<file path="src/design/tbc_pkg.sv">
package tbc_pkg;
  // core clock and instruction cycle
  localparam int CLK_PERIOD_NS = 8;
  localparam int CLKS_PER_INSTR = 4;
  localparam logic [1:0] INSTR_DIV_LAST = 2'(CLKS_PER_INSTR - 1);

  // counter range
  localparam int COUNT_W = 16;
  localparam logic [15:0] COUNT_MIN = 16'h0000;
  localparam logic [15:0] COUNT_MAX = 16'hFFFF;
  localparam logic [15:0] COUNT_RST = 16'h0000;
  localparam logic [7:0] BYTE_RST = 8'h00;

  // byte select on the register access port
  localparam logic SEL_LOW = 1'b0;
  localparam logic SEL_HIGH = 1'b1;

  // clock source select values
  localparam logic SRC_INTERNAL = 1'b0;
  localparam logic SRC_EXTERNAL = 1'b1;

  // compare unit mode code for the special event trigger
  localparam logic [3:0] CMP_MODE_SPECIAL = 4'hB;

  // prescale select codes
  localparam logic [1:0] PRESC_DIV1 = 2'h0;
  localparam logic [1:0] PRESC_DIV2 = 2'h1;
  localparam logic [1:0] PRESC_DIV4 = 2'h2;
  localparam logic [1:0] PRESC_DIV8 = 2'h3;
  localparam logic [2:0] PRESC_RST = 3'h0;

  // clock path selection
  typedef enum logic [1:0] {
    TBC_MODE_TIMER = 2'b00,
    TBC_MODE_SYNC = 2'b01,
    TBC_MODE_ASYNC = 2'b10
  } tbc_mode_t;
endpackage : tbc_pkg

</file>
<file path="src/design/tbc_timer.sv">
module tbc_timer (
  // clock and reset
  input wire logic clk_in,
  input wire logic rst_in,
  // control bits
  input wire logic timer_run_in,
  input wire logic clk_source_sel_in,
  input wire logic ext_sync_bypass_in,
  input wire logic lp_osc_en_in,
  input wire logic [1:0] prescale_sel_in,
  input wire logic wide_access_en_in,
  input wire logic overflow_irq_en_in,
  input wire logic overflow_flag_clr_in,
  input wire logic sleep_in,
  // compare unit
  input wire logic [3:0] cmp_mode_sel_in,
  input wire logic [15:0] compare_value_in,
  input wire logic adc_enable_in,
  // pins
  input wire logic ext_clk_pin_in,
  input wire logic osc_clk_in,
  input wire logic [1:0] pin_level_in,
  input wire logic [1:0] port_c_direction_in,
  // byte register access
  input wire logic reg_wr_in,
  input wire logic reg_rd_in,
  input wire logic reg_sel_in,
  input wire logic [7:0] reg_wdata_in,
  // outputs
  output logic [7:0] reg_rdata_out,
  output logic [tbc_pkg::COUNT_W-1:0] counter_pair_out,
  output logic overflow_flag_out,
  output logic irq_out,
  output logic adc_start_out,
  output logic osc_running_out,
  output logic [1:0] pin_oe_n_out,
  output logic [1:0] pin_rd_out
);
  import tbc_pkg::*;

  logic [1:0] instr_div_r;
  logic instr_tick;
  logic sync1_r, sync2_r, sync_prev_r, async_prev_r;
  logic src_level, sync_edge, async_edge, src_tick;
  logic [2:0] presc_r;
  logic presc_hit, inc;
  logic [15:0] count_r, count_nxt;
  logic [7:0] high_buf_r;
  logic wr_low, wr_high, rd_low, trig, wrap;
  logic flag_r;
  tbc_mode_t mode;

  // terminal value of the prescaler for a select code
  function automatic logic [2:0] presc_mask(input logic [1:0] sel);
    case (sel)
      PRESC_DIV8: presc_mask = 3'h7;
      PRESC_DIV4: presc_mask = 3'h3;
      PRESC_DIV2: presc_mask = 3'h1;
      default: presc_mask = 3'h0;
    endcase
  endfunction : presc_mask

  // mode decode; sync select ignored for internal source
  always_comb begin
    if (clk_source_sel_in == SRC_INTERNAL) begin
      mode = TBC_MODE_TIMER;
    end else if (ext_sync_bypass_in) begin
      mode = TBC_MODE_ASYNC;
    end else begin
      mode = TBC_MODE_SYNC;
    end
  end

  // instruction cycle enable, core clock stalls in sleep
  always_ff @(posedge clk_in or posedge rst_in) begin
    if (rst_in) begin
      instr_div_r <= 2'h0;
    end else if (instr_div_r == INSTR_DIV_LAST) begin
      instr_div_r <= 2'h0;
    end else begin
      instr_div_r <= instr_div_r + 2'h1;
    end
  end
  assign instr_tick = (instr_div_r == INSTR_DIV_LAST) && !sleep_in;

  // oscillator output replaces the pin when enabled
  assign src_level = lp_osc_en_in ? osc_clk_in : ext_clk_pin_in;

  // two-flop synchroniser plus single-stage async capture
  always_ff @(posedge clk_in or posedge rst_in) begin
    if (rst_in) begin
      sync1_r <= 1'b0;
      sync2_r <= 1'b0;
      sync_prev_r <= 1'b0;
      async_prev_r <= 1'b0;
    end else begin
      sync1_r <= src_level;
      sync2_r <= sync1_r;
      sync_prev_r <= sync2_r;
      async_prev_r <= src_level;
    end
  end
  // the async path skips the synchroniser: lower latency, metastable risk
  assign sync_edge = sync2_r && !sync_prev_r && !sleep_in;
  assign async_edge = src_level && !async_prev_r;

  // pick the tick of the active mode
  always_comb begin
    case (mode)
      TBC_MODE_TIMER: src_tick = instr_tick;
      TBC_MODE_SYNC: src_tick = sync_edge;
      TBC_MODE_ASYNC: src_tick = async_edge;
      default: src_tick = 1'b0;
    endcase
  end

  // access decode
  assign wr_low = reg_wr_in && (reg_sel_in == SEL_LOW);
  assign wr_high = reg_wr_in && (reg_sel_in == SEL_HIGH);
  assign rd_low = reg_rd_in && (reg_sel_in == SEL_LOW);

  // prescaler, cleared only by low byte writes
  always_ff @(posedge clk_in or posedge rst_in) begin
    if (rst_in) begin
      presc_r <= PRESC_RST;
    end else if (wr_low) begin
      presc_r <= PRESC_RST;
    end else if (timer_run_in && src_tick) begin
      presc_r <= presc_hit ? PRESC_RST : presc_r + 3'h1;
    end
  end
  assign presc_hit = (presc_r & presc_mask(prescale_sel_in)) ==
                     presc_mask(prescale_sel_in);
  assign inc = timer_run_in && src_tick && presc_hit;

  // trigger: compare match in special mode; async mode not honoured
  assign trig = (cmp_mode_sel_in == CMP_MODE_SPECIAL) &&
                (count_r == compare_value_in) &&
                (mode != TBC_MODE_ASYNC);
  assign wrap = inc && !trig && (count_r == COUNT_MAX);

  // counter next value: write, then trigger, then increment
  always_comb begin
    count_nxt = count_r;
    if (wr_low) begin
      if (wide_access_en_in) begin
        count_nxt = {high_buf_r, reg_wdata_in};
      end else begin
        count_nxt = {count_r[15:8], reg_wdata_in};
      end
    end else if (wr_high && !wide_access_en_in) begin
      count_nxt = {reg_wdata_in, count_r[7:0]};
    end else if (trig) begin
      count_nxt = COUNT_MIN;
    end else if (inc) begin
      count_nxt = count_r + 16'h0001;
    end
  end

  // counter pair
  always_ff @(posedge clk_in or posedge rst_in) begin
    if (rst_in) begin
      count_r <= COUNT_RST;
    end else begin
      count_r <= count_nxt;
    end
  end

  // high byte buffer for wide access
  always_ff @(posedge clk_in or posedge rst_in) begin
    if (rst_in) begin
      high_buf_r <= BYTE_RST;
    end else if (wide_access_en_in && wr_high) begin
      high_buf_r <= reg_wdata_in;
    end else if (wide_access_en_in && rd_low) begin
      high_buf_r <= count_r[15:8];
    end
  end

  // read data; in wide mode the high address shows the buffer
  always_ff @(posedge clk_in or posedge rst_in) begin
    if (rst_in) begin
      reg_rdata_out <= BYTE_RST;
    end else if (reg_rd_in) begin
      if (reg_sel_in == SEL_LOW) begin
        reg_rdata_out <= count_r[7:0];
      end else if (wide_access_en_in) begin
        reg_rdata_out <= high_buf_r;
      end else begin
        reg_rdata_out <= count_r[15:8];
      end
    end
  end

  // overflow flag, a wrap in the clear cycle wins
  always_ff @(posedge clk_in or posedge rst_in) begin
    if (rst_in) begin
      flag_r <= 1'b0;
    end else if (wrap) begin
      flag_r <= 1'b1;
    end else if (overflow_flag_clr_in) begin
      flag_r <= 1'b0;
    end
  end

  // registered outputs
  always_ff @(posedge clk_in or posedge rst_in) begin
    if (rst_in) begin
      irq_out <= 1'b0;
      adc_start_out <= 1'b0;
      osc_running_out <= 1'b0;
      pin_oe_n_out <= 2'b11;
      pin_rd_out <= 2'b00;
    end else begin
      irq_out <= flag_r && overflow_irq_en_in;
      adc_start_out <= trig && !wr_low && adc_enable_in;
      // sleep does not gate the oscillator
      osc_running_out <= lp_osc_en_in;
      if (lp_osc_en_in) begin
        pin_oe_n_out <= 2'b11;
        pin_rd_out <= 2'b00;
      end else begin
        pin_oe_n_out <= port_c_direction_in;
        pin_rd_out <= pin_level_in;
      end
    end
  end
  assign counter_pair_out = count_r;
  assign overflow_flag_out = flag_r;

  // checks
  property p_wrap_flag;
    @(posedge clk_in) disable iff (rst_in)
      wrap |=> overflow_flag_out;
  endproperty
  a_wrap_flag: assert property (p_wrap_flag)
    else $error("wrap did not set overflow flag");

  property p_irq_gate;
    @(posedge clk_in) disable iff (rst_in)
      ##1 irq_out == ($past(flag_r) && $past(overflow_irq_en_in));
  endproperty
  a_irq_gate: assert property (p_irq_gate)
    else $error("irq does not follow flag and enable");

  property p_trig_reset;
    @(posedge clk_in) disable iff (rst_in)
      (trig && !reg_wr_in) |=> counter_pair_out == COUNT_MIN;
  endproperty
  a_trig_reset: assert property (p_trig_reset)
    else $error("trigger did not clear counter");

  property p_trig_no_flag;
    @(posedge clk_in) disable iff (rst_in)
      (trig && !flag_r) |=> !overflow_flag_out;
  endproperty
  a_trig_no_flag: assert property (p_trig_no_flag)
    else $error("trigger set overflow flag");

  property p_write_wins;
    @(posedge clk_in) disable iff (rst_in)
      (trig && wr_low && !wide_access_en_in) |=>
        counter_pair_out[7:0] == $past(reg_wdata_in);
  endproperty
  a_write_wins: assert property (p_write_wins)
    else $error("trigger overrode counter write");

  property p_presc_clear;
    @(posedge clk_in) disable iff (rst_in)
      wr_low |=> presc_r == PRESC_RST;
  endproperty
  a_presc_clear: assert property (p_presc_clear)
    else $error("low write did not clear prescaler");

  property p_wide_high_write;
    @(posedge clk_in) disable iff (rst_in)
      (wide_access_en_in && wr_high && !trig && !inc) |=>
        $stable(counter_pair_out) && high_buf_r == $past(reg_wdata_in);
  endproperty
  a_wide_high_write: assert property (p_wide_high_write)
    else $error("wide high write touched live counter");

  property p_osc_pins;
    @(posedge clk_in) disable iff (rst_in)
      lp_osc_en_in |=> pin_rd_out == 2'b00 && pin_oe_n_out == 2'b11;
  endproperty
  a_osc_pins: assert property (p_osc_pins)
    else $error("pins not forced to input while oscillator on");

  property p_stopped_holds;
    @(posedge clk_in) disable iff (rst_in)
      (!timer_run_in && !reg_wr_in && !trig) |=> $stable(counter_pair_out);
  endproperty
  a_stopped_holds: assert property (p_stopped_holds)
    else $error("stopped counter changed");

  property p_timer_rate;
    @(posedge clk_in) disable iff (rst_in)
      (mode == TBC_MODE_TIMER && timer_run_in && instr_tick &&
       prescale_sel_in == PRESC_DIV1 && !reg_wr_in && !trig &&
       count_r != COUNT_MAX) |=>
        counter_pair_out == $past(count_r) + 16'h0001;
  endproperty
  a_timer_rate: assert property (p_timer_rate)
    else $error("timer did not step on instruction cycle");

  c_wrap: cover property (@(posedge clk_in) disable iff (rst_in) wrap);
  c_trig: cover property (@(posedge clk_in) disable iff (rst_in)
    trig ##1 adc_start_out);
  c_wide_read: cover property (@(posedge clk_in) disable iff (rst_in)
    wide_access_en_in && rd_low);
  c_async: cover property (@(posedge clk_in) disable iff (rst_in)
    mode == TBC_MODE_ASYNC && inc);
endmodule : tbc_timer

</file>
<file path="config.mk">
export PLATFORM = sky130hd
export DESIGN_NAME = tbc_timer
export DESIGN_NICKNAME = d
export VERILOG_FILES = /design/src/design/tbc_pkg.sv /design/src/design/tbc_timer.sv
export SDC_FILE = /design/constraint.sdc
export NUM_CORES = 1
export LEC_CHECK = 0
export ABC_AREA = 0
export BUFFER_PORTS_ARGS = -buffer_cell sky130_fd_sc_hd__buf_2
export CAP_MARGIN = 20
export CORE_ASPECT_RATIO = 1.1
export CORE_MARGIN = 4
export CORE_UTILIZATION = 30
export CTS_BUF_LIST = sky130_fd_sc_hd__clkbuf_2 sky130_fd_sc_hd__clkbuf_4 sky130_fd_sc_hd__clkbuf_8
export DETAILED_ROUTE_END_ITERATION = 10
export PLACE_DENSITY = 0.49
export SLEW_MARGIN = 30
export SYNTH_ARGS = -nofsm -noshare
export SYNTH_HDL_FRONTEND = slang
export SYNTH_SLANG_ARGS = --single-unit
</file>
<file path="constraint.sdc">
create_clock -name clk_in -period 5.1 [get_ports clk_in]
set_clock_uncertainty 0.1 [all_clocks]
set_input_delay 0.51 -clock clk_in [delete_from_list [all_inputs] [get_ports clk_in]]
set_output_delay 0.51 -clock clk_in [all_outputs]
set_load 0.05 [all_outputs]
</file>
==> results.cfg, run 1 <==
[run_status]
status = finished clean

[timing]
grt_setup_unrepaired = false
tightestPinTransition_ns = 0.9563
period_needed_ns = 2.745
timing.fmax_ghz = 0.3643
setup_viol = 0
fin_crit_sh_pct = 53.82
slew_headroom_pct = 35.76
hold_violations = 0
tns_ns = 0
drv_slew = 0

[logic_synthesis]
ys.flop_type = dfrtp_1
synth_top_area_share_pct = 40.02
synth-edff-count = 0
synth-seq-cells = 48
synth_nets = 359
yosys.area_share.adder_pct = 1.305
synth_cell_types = 51
syn_area_per_cell_sq_um = 9.400
synth_simple_gate_area_share_pct = 19.57
synth_top_family_by_area = compound AO/OA/AOI/OAI gates
ys_seq_area_share_pct = 41.84
ys_top_cells_by_area = dfrtp_1, mux2i_1, xnor2_1
yosys_warnings = 0
synth_area_sq_um = 2877
synthMuxAreaShare_pct = 6.264
async_reset_ff_share_pct = 100.0
synth_compound_area_share_pct = 22.53
synth_xor_area_share_pct = 5.176
synth_area_leader_cell = dfrtp_1
syn_inst = 306

[critical_path]
endpoint_kind = flip-flop
required_ns = 5.18
arrival_ns = 2.83
r2r_slack_ns = 2.35
cp_max_fo = 9
critPathKind = reg2reg
cp-start-kind = flip-flop

[die]
rows = 37
die_x_microns = 101.4
fp.dieArea_sq_um = 11220
initial_core_util_pct = 30.76
fp.dieH_microns = 110.7
ios = 82
core_area_sq_um = 9351

[cells_and_area]
nNetsFinal = 434
diodes = 0
layout-drive-gt1-share_pct = 27.23
multiInputGateArea_sq_um = 1582
layout.area.seq_sq_um = 1204
synthToLayoutAreaGrowth_pct = 22.18
design_area_sq_um = 3515
n_fill_cell = 985

[route]
postRouteAntennaNets = 0
wl_microns = 9447
drc = 0
wl_per_cell_microns = 18.93
drt_pass1_iterations = 5
drt_iter0_markers = 95
vias = 2686
vias_per_cell = 5.383

[pwr]
max-vdd-ir-drop_mv = 0.1294
p_leak_uw = 0.001713
pwr_density_cell_nw_per_um2 = 301.4

[global_routing]
grt.overflow.total = 0
grt_max_degree = 49
globalRouteTotalUtil_pct = 16.93
grt_pass1_wl_microns = 14900
grt_pass1_vias = 2723
antenna_found_initial = 0

[clock_tree]
ctsHoldBuffers = 0
clk-insertion-delay-late_ns = 0.30
clk_pin_slew_ns = 0.09
clock_sinks = 48
htree_levels = 2
numCtsBuffers = 5
cts_resized = 0
clockBufferDepth = 2
clockRootBuffer = clkbuf_8
cts_tree = done
cts_setup_buffers = 0

[place]
postPlaceCellArea_sq_um = 3385
portBuffers = 81
dp_hpwl_microns = 6978
gp_congestion = 0.8735

[flow_run]
drv_cap = 0

[min_path]
hold_class = in2async
==> final timing paths <==
kind	from	to	depth (start not counted)
worst max-delay path	counter_pair_out[5]	counter_pair_out[0]	6
worst min-delay path	rst_in	pin_rd_out[0]	2
worst max register to register	counter_pair_out[5]	counter_pair_out[0]	6
worst min register to register	sync2_r	sync_prev_r	0
max in group asynchronous	rst_in	high_buf_r[1]	2
min in group clk_in	lp_osc_en_in	osc_running_out	1
==> routing by layer <==
metal | up-vias | wire (microns) | track usage (%)
met5 | - | 0 | 0
met4 | 0 | 247 | 5.585
met3 | 17 | 607 | 3.713
met2 | 96 | 4464 | 26.13
met1 | 1287 | 4127 | 23.33
li1 | 1286 | - | -
==> synthesized netlist by cell type, types with 2 or more instances <==
library cell and number:
and3_1 4, and2_1 2, nand3_1 13, nor2b_1 7
xor2_1 2, nand4_1 11, nor4bb_1 2, a21oi_1 11
o22ai_1 2, a211oi_1 8, o211ai_1 5, o22a_1 2
xnor2_1 15, and4_1 3, nand4b_1 3, dfstp_2 2
inv_1 8, a31o_2 2, mux2i_1 18, ha_1 3
a221oi_1 3, or2_2 3, nor3_1 4, a21o_1 14
dfrtp_1 46, nand2b_1 3, nand2_1 28, o21ai_0 12
a2bb2oi_1 8, nor2_1 21, a21boi_0 2, a22oi_1 5
a22o_1 4, a31oi_1 2, clkbuf_1 11, buf_1 2
==> layout make-up <==
class	count	area share [%]
Timing Repair Buffer	83	11.96
Clock buffer	7	2.741
Multi-Input combinational cell	234	45.00
Clock inverter	1	0.8544
Inverter	9	1.032
Sequential cell	48	34.25
Tap cell	117	4.165
==> logic make-up (layout without fill, tap and decap cells) <==
kind of cell	after synthesis	count (layout)
flops	48	48
mux	18	18
buf+inv	24	100
xor+xnor	17	17
compound gates	88	88
fa+ha+maj	3	3
simple gates	108	108
==> stage by stage <==
stage	power (uW)	instances	setup slack (ns)	utilization, %	hold WS [ns]
global route	1117	499	2.215	37.58	0.2496
detailed placement	764.0	491	2.100	36.19	0.2623
global placement	759.7	491	2.173	36.17	0.2552
floorplan	663.1	306	2.719	-	0.2466
CTS	1072	499	2.434	37.54	0.2082
finish	1059	499	2.355	37.58	0.1839
==> report_power, final <==
part | switching (uW) | total (uW) | internal (uW)
Combinational | 194 | 289 | 94.8
Sequential | 49.8 | 465 | 416
Clock | 132 | 305 | 173
==> worst max-delay path: stages, from the launching register on <==
cell	delay, ns
dfrtp_1	0.49
xnor2_1	0.47
nand4_1	0.23
nor3_1	0.45
a21oi_1	0.36
a21oi_1	0.40
o22ai_1	0.14
==> registers in the layout, indices dropped and copies added, names as in the netlist <==
name / flops
irq_out: 1
instr_div_r: 2
pin_rd_out: 2
reg_rdata_out: 8
osc_running_out: 1
high_buf_r: 8
overflow_flag_out: 1
counter_pair_out: 16
adc_start_out: 1
sync_prev_r: 1
async_prev_r: 1
presc_r: 3
sync2_r: 1
pin_oe_n_out: 2
==> layout by cell type (no fill, tap or decap), types with 2 or more instances in the layout <==
| cell type | synthesis | routed |
|---|---|---|
| nand2_1 | 28 | 28 |
| and2_1 | 2 | 2 |
| dfrtp_1 | 46 | 46 |
| a21oi_1 | 11 | 10 |
| a21boi_0 | 2 | 2 |
| a31oi_1 | 2 | 2 |
| a31o_2 | 2 | 2 |
| nand2b_1 | 3 | 3 |
| o21ai_0 | 12 | 12 |
| clkbuf_8 | 0 | 7 |
| o22ai_1 | 2 | 2 |
| a22oi_1 | 5 | 5 |
| nor2b_1 | 7 | 7 |
| and3_1 | 4 | 4 |
| o22a_1 | 2 | 2 |
| mux2i_1 | 18 | 18 |
| nand4_1 | 11 | 11 |
| inv_1 | 8 | 7 |
| xor2_1 | 2 | 2 |
| ha_1 | 3 | 3 |
| a2bb2oi_1 | 8 | 8 |
| buf_4 | 1 | 2 |
| nand4b_1 | 3 | 3 |
| nor3_1 | 4 | 4 |
| nor4bb_1 | 2 | 2 |
| nand3_1 | 13 | 13 |
| or2_2 | 3 | 3 |
| o211ai_1 | 5 | 5 |
| xnor2_1 | 15 | 15 |
| nor2_1 | 21 | 21 |
| a211oi_1 | 8 | 8 |
| a221oi_1 | 3 | 3 |
| a21o_1 | 14 | 14 |
| a22o_1 | 4 | 4 |
| and4_1 | 3 | 3 |
| dfstp_2 | 2 | 2 |
| buf_2 | 1 | 81 |
Note: power is estimated with default switching activity, not from simulation.
==> run 2, diff against run 1 <==
ABC_AREA = 1   (was 0)
PLACE_DENSITY = 0.48   (was 0.49)
clock period = 2.6 ns   (was 5.1 ns; I/O delays follow)
==> run 2 against run 1 <==
Routed wire length increased by 15%. Critical path depth increased by 3. Fmax increased by 19%. Global-route usage increased by 1.3 points. Synthesized cell count increased by 53%. Sequential power increased by 150%. Sequential share of layout area decreased by 3.4 points. Via count increased by 26%. Hold slack got worse by 0.16 ns. Cell count increased by 40%. Count of clock-buffer cells in the layout decreased by 2. Utilization increased by 0.13 points. Critical endpoint is now counter_pair_out[5]. Highest routed layer unchanged.
==> results.cfg, run 2 <==
[timing]
hold_violations = 0
timing.fmax_ghz = 0.4341
finalWorstSetupSlack_ns = 0.2963
tns_ns = 0
grt_setup_unrepaired = false
period_needed_ns = 2.304
setup_viol = 0
fin_crit_sh_pct = 88.60
tightestPinTransition_ns = 0.5708
whs_ns = 0.02155
drv_slew = 0
slew_headroom_pct = 61.89

[critical_path]
critPathKind = reg2reg
cp_top_family = simple AND/OR/NAND/NOR gates
endpoint_kind = flip-flop
required_ns = 2.69
cp_slowest_cell = dfrtp_1
slowest_delay_ns = 0.49
cp-start-kind = flip-flop
crit_top_cell = nand2_1
arrival_ns = 2.40
cp_max_fo = 19
crit_chain = inv_1 > nand2_1 > nand2_1 > nor2_1 > nand2_1 > nor2_1 > nand3_4 > a21oi_4 > o21ai_0
crit_buf_inv = 1

[route]
wl_per_cell_microns = 15.51
wl_microns = 10870
vias_per_cell = 4.820
drc = 0
drt_pass1_iterations = 7
postRouteAntennaNets = 0
vias = 3379
drt_iter0_markers = 212

[logic_synthesis]
yosys_warnings = 0
synth_nets = 520
ys_seq_area_share_pct = 37.93
ys_top_cells_by_area = dfrtp_1, nand2_1, inv_1
syn_area_per_cell_sq_um = 6.795
synth_area_sq_um = 3173
ys.flop_type = dfrtp_1
synth_area_leader_cell = dfrtp_1
synth_most_common_cell = nand2_1
synth-edff-count = 0
synth_cell_types = 34
synth_top_area_share_pct = 36.28
synthTopCellsByCount = nand2_1, inv_1, dfrtp_1
async_reset_ff_share_pct = 100.0
synth-seq-cells = 48
syn_inst = 467

[die]
ios = 82
initial_core_util_pct = 30.67
core_area_sq_um = 10340
rows = 39
fp.dieArea_sq_um = 12290
die_x_microns = 106.1
fp.dieH_microns = 115.9

[global_routing]
grt_pass1_wl_microns = 17390
grt.overflow.total = 0
globalRouteTotalUtil_pct = 18.24
grt_pass1_vias = 3292
antenna_found_initial = 0
grt_max_degree = 26

[clock_tree]
cts_resized = 0
clk-insertion-delay-late_ns = 0.33
clk_pin_slew_ns = 0.11
clock_sinks = 48
clockBufferDepth = 2
cts_tree = done
clockRootBuffer = clkbuf_8
numCtsBuffers = 5
htree_levels = 2

[cells_and_area]
diodes = 0
nNetsFinal = 610
n_fill_cell = 1163
final_common_cell = nand2_1
design_area_sq_um = 3901
layout-drive-gt1-share_pct = 22.94
mostFrequentLayoutCells = nand2_1, buf_2, inv_1
synthToLayoutAreaGrowth_pct = 22.95
largest_register_ffs = 16

[flow_run]
drv_cap = 0

[pwr]
pwr_density_cell_nw_per_um2 = 846.3
p_int_uw = 1584
switchingPower_uw = 1718
max-vdd-ir-drop_mv = 0.4403
p_leak_uw = 0.002083
seqPwrFrac_pct = 34.6
comb_power_share_pct = 50.2
clkPwrFrac_pct = 15.2
swShare_pct = 52.02

[place]
place_ws_ns = 0.3024
dp_hpwl_microns = 8715
postPlaceCellArea_sq_um = 3796
portBuffers = 81
gp_congestion = 0.9229

[min_path]
hold_class = in2reg

[run_status]
status = finished clean
run 2: changes by cell type in the layout (fill, tap and decap cells not counted), moves of 15 or more:
cell,delta
o21ai_0,+16
nor2_1,+15
mux2i_1,-18
nand2_1,+125
inv_1,+47
run 2: metal layers:
layer / global-route usage, % / up-vias / routed length, microns
met2: 31.72 / 120 / 5174
li1: - / 1698 / -
met5: 0 / - / 0
met4: 5.009 / 0 / 207
met1: 23.26 / 1546 / 4766
met3: 3.565 / 15 / 723
run 2: area by class of cell:
cell class | instances | area (sq um) | share of cell area, %
inverter | 69 | 259.0 | 6.639
tap | 143 | 178.9 | 4.586
clock inverter | 3 | 26.28 | 0.6735
clock buffer | 5 | 68.82 | 1.764
timing repair buffer | 93 | 510.5 | 13.09
sequential | 48 | 1204 | 30.85
multi-input combinational | 340 | 1654 | 42.40
run 2: power by group through the flow:
stage               registers (uW)  clock network (uW)  logic [uW]
CTS                           1140                 512        1670
detailed placement            1160                   0        1660
global placement              1150                   0        1670
finish                        1140                 502        1660
global route                  1170                 544        1830
floorplan                     1580                   0         687
run 2: kinds of logic after synthesis:
logic type	share of synthesized area, %
AND/OR/NAND/NOR	31.94
AO/OA/AOI/OAI	16.25
buffers and inverters	9.937
flip-flops	37.93
XOR/XNOR	2.760
adder cells (fa/ha/maj)	1.183
run 2: worst register-to-register path, stage by stage, from the launching register on:
cell and delay (ns):
dfrtp_1 0.49, inv_1 0.14, nand2_1 0.14, nand2_1 0.07, nor2_1 0.10, nand2_1 0.06, nor2_1 0.22, nand3_4 0.26
a21oi_4 0.47, o21ai_0 0.13
run 2: timing repair:
item | 4_1_cts | 5_1_grt
endpoints found under the setup margin | 0 | 0
endpoints found under the hold margin | 22 | 0
setup buffers | 0 | 0
hold buffers | 1 | 0
run 2: final timing paths:
kind	startpoint	to	slack [ns]	cells after the start
hold reg to reg	async_prev_r	sync2_r	0.29	0
hold / removal	overflow_flag_clr_in	overflow_flag_out	0.02	2
setup / recovery	counter_pair_out[1]	counter_pair_out[5]	0.30	9
setup reg to reg	counter_pair_out[1]	counter_pair_out[5]	0.30	9
min in group asynchronous	rst_in	pin_rd_out[1]	0.44	3
max in group asynchronous	rst_in	high_buf_r[6]	1.45	4
run 2: stage by stage:
stage               util [%]  total power [uW]  instances
CTS                    37.71              3323        701
detailed placement     36.70              2813        692
global placement       36.70              2822        692
global route           37.71              3546        701
finish                 37.71              3301        701
floorplan                  -              2271        467
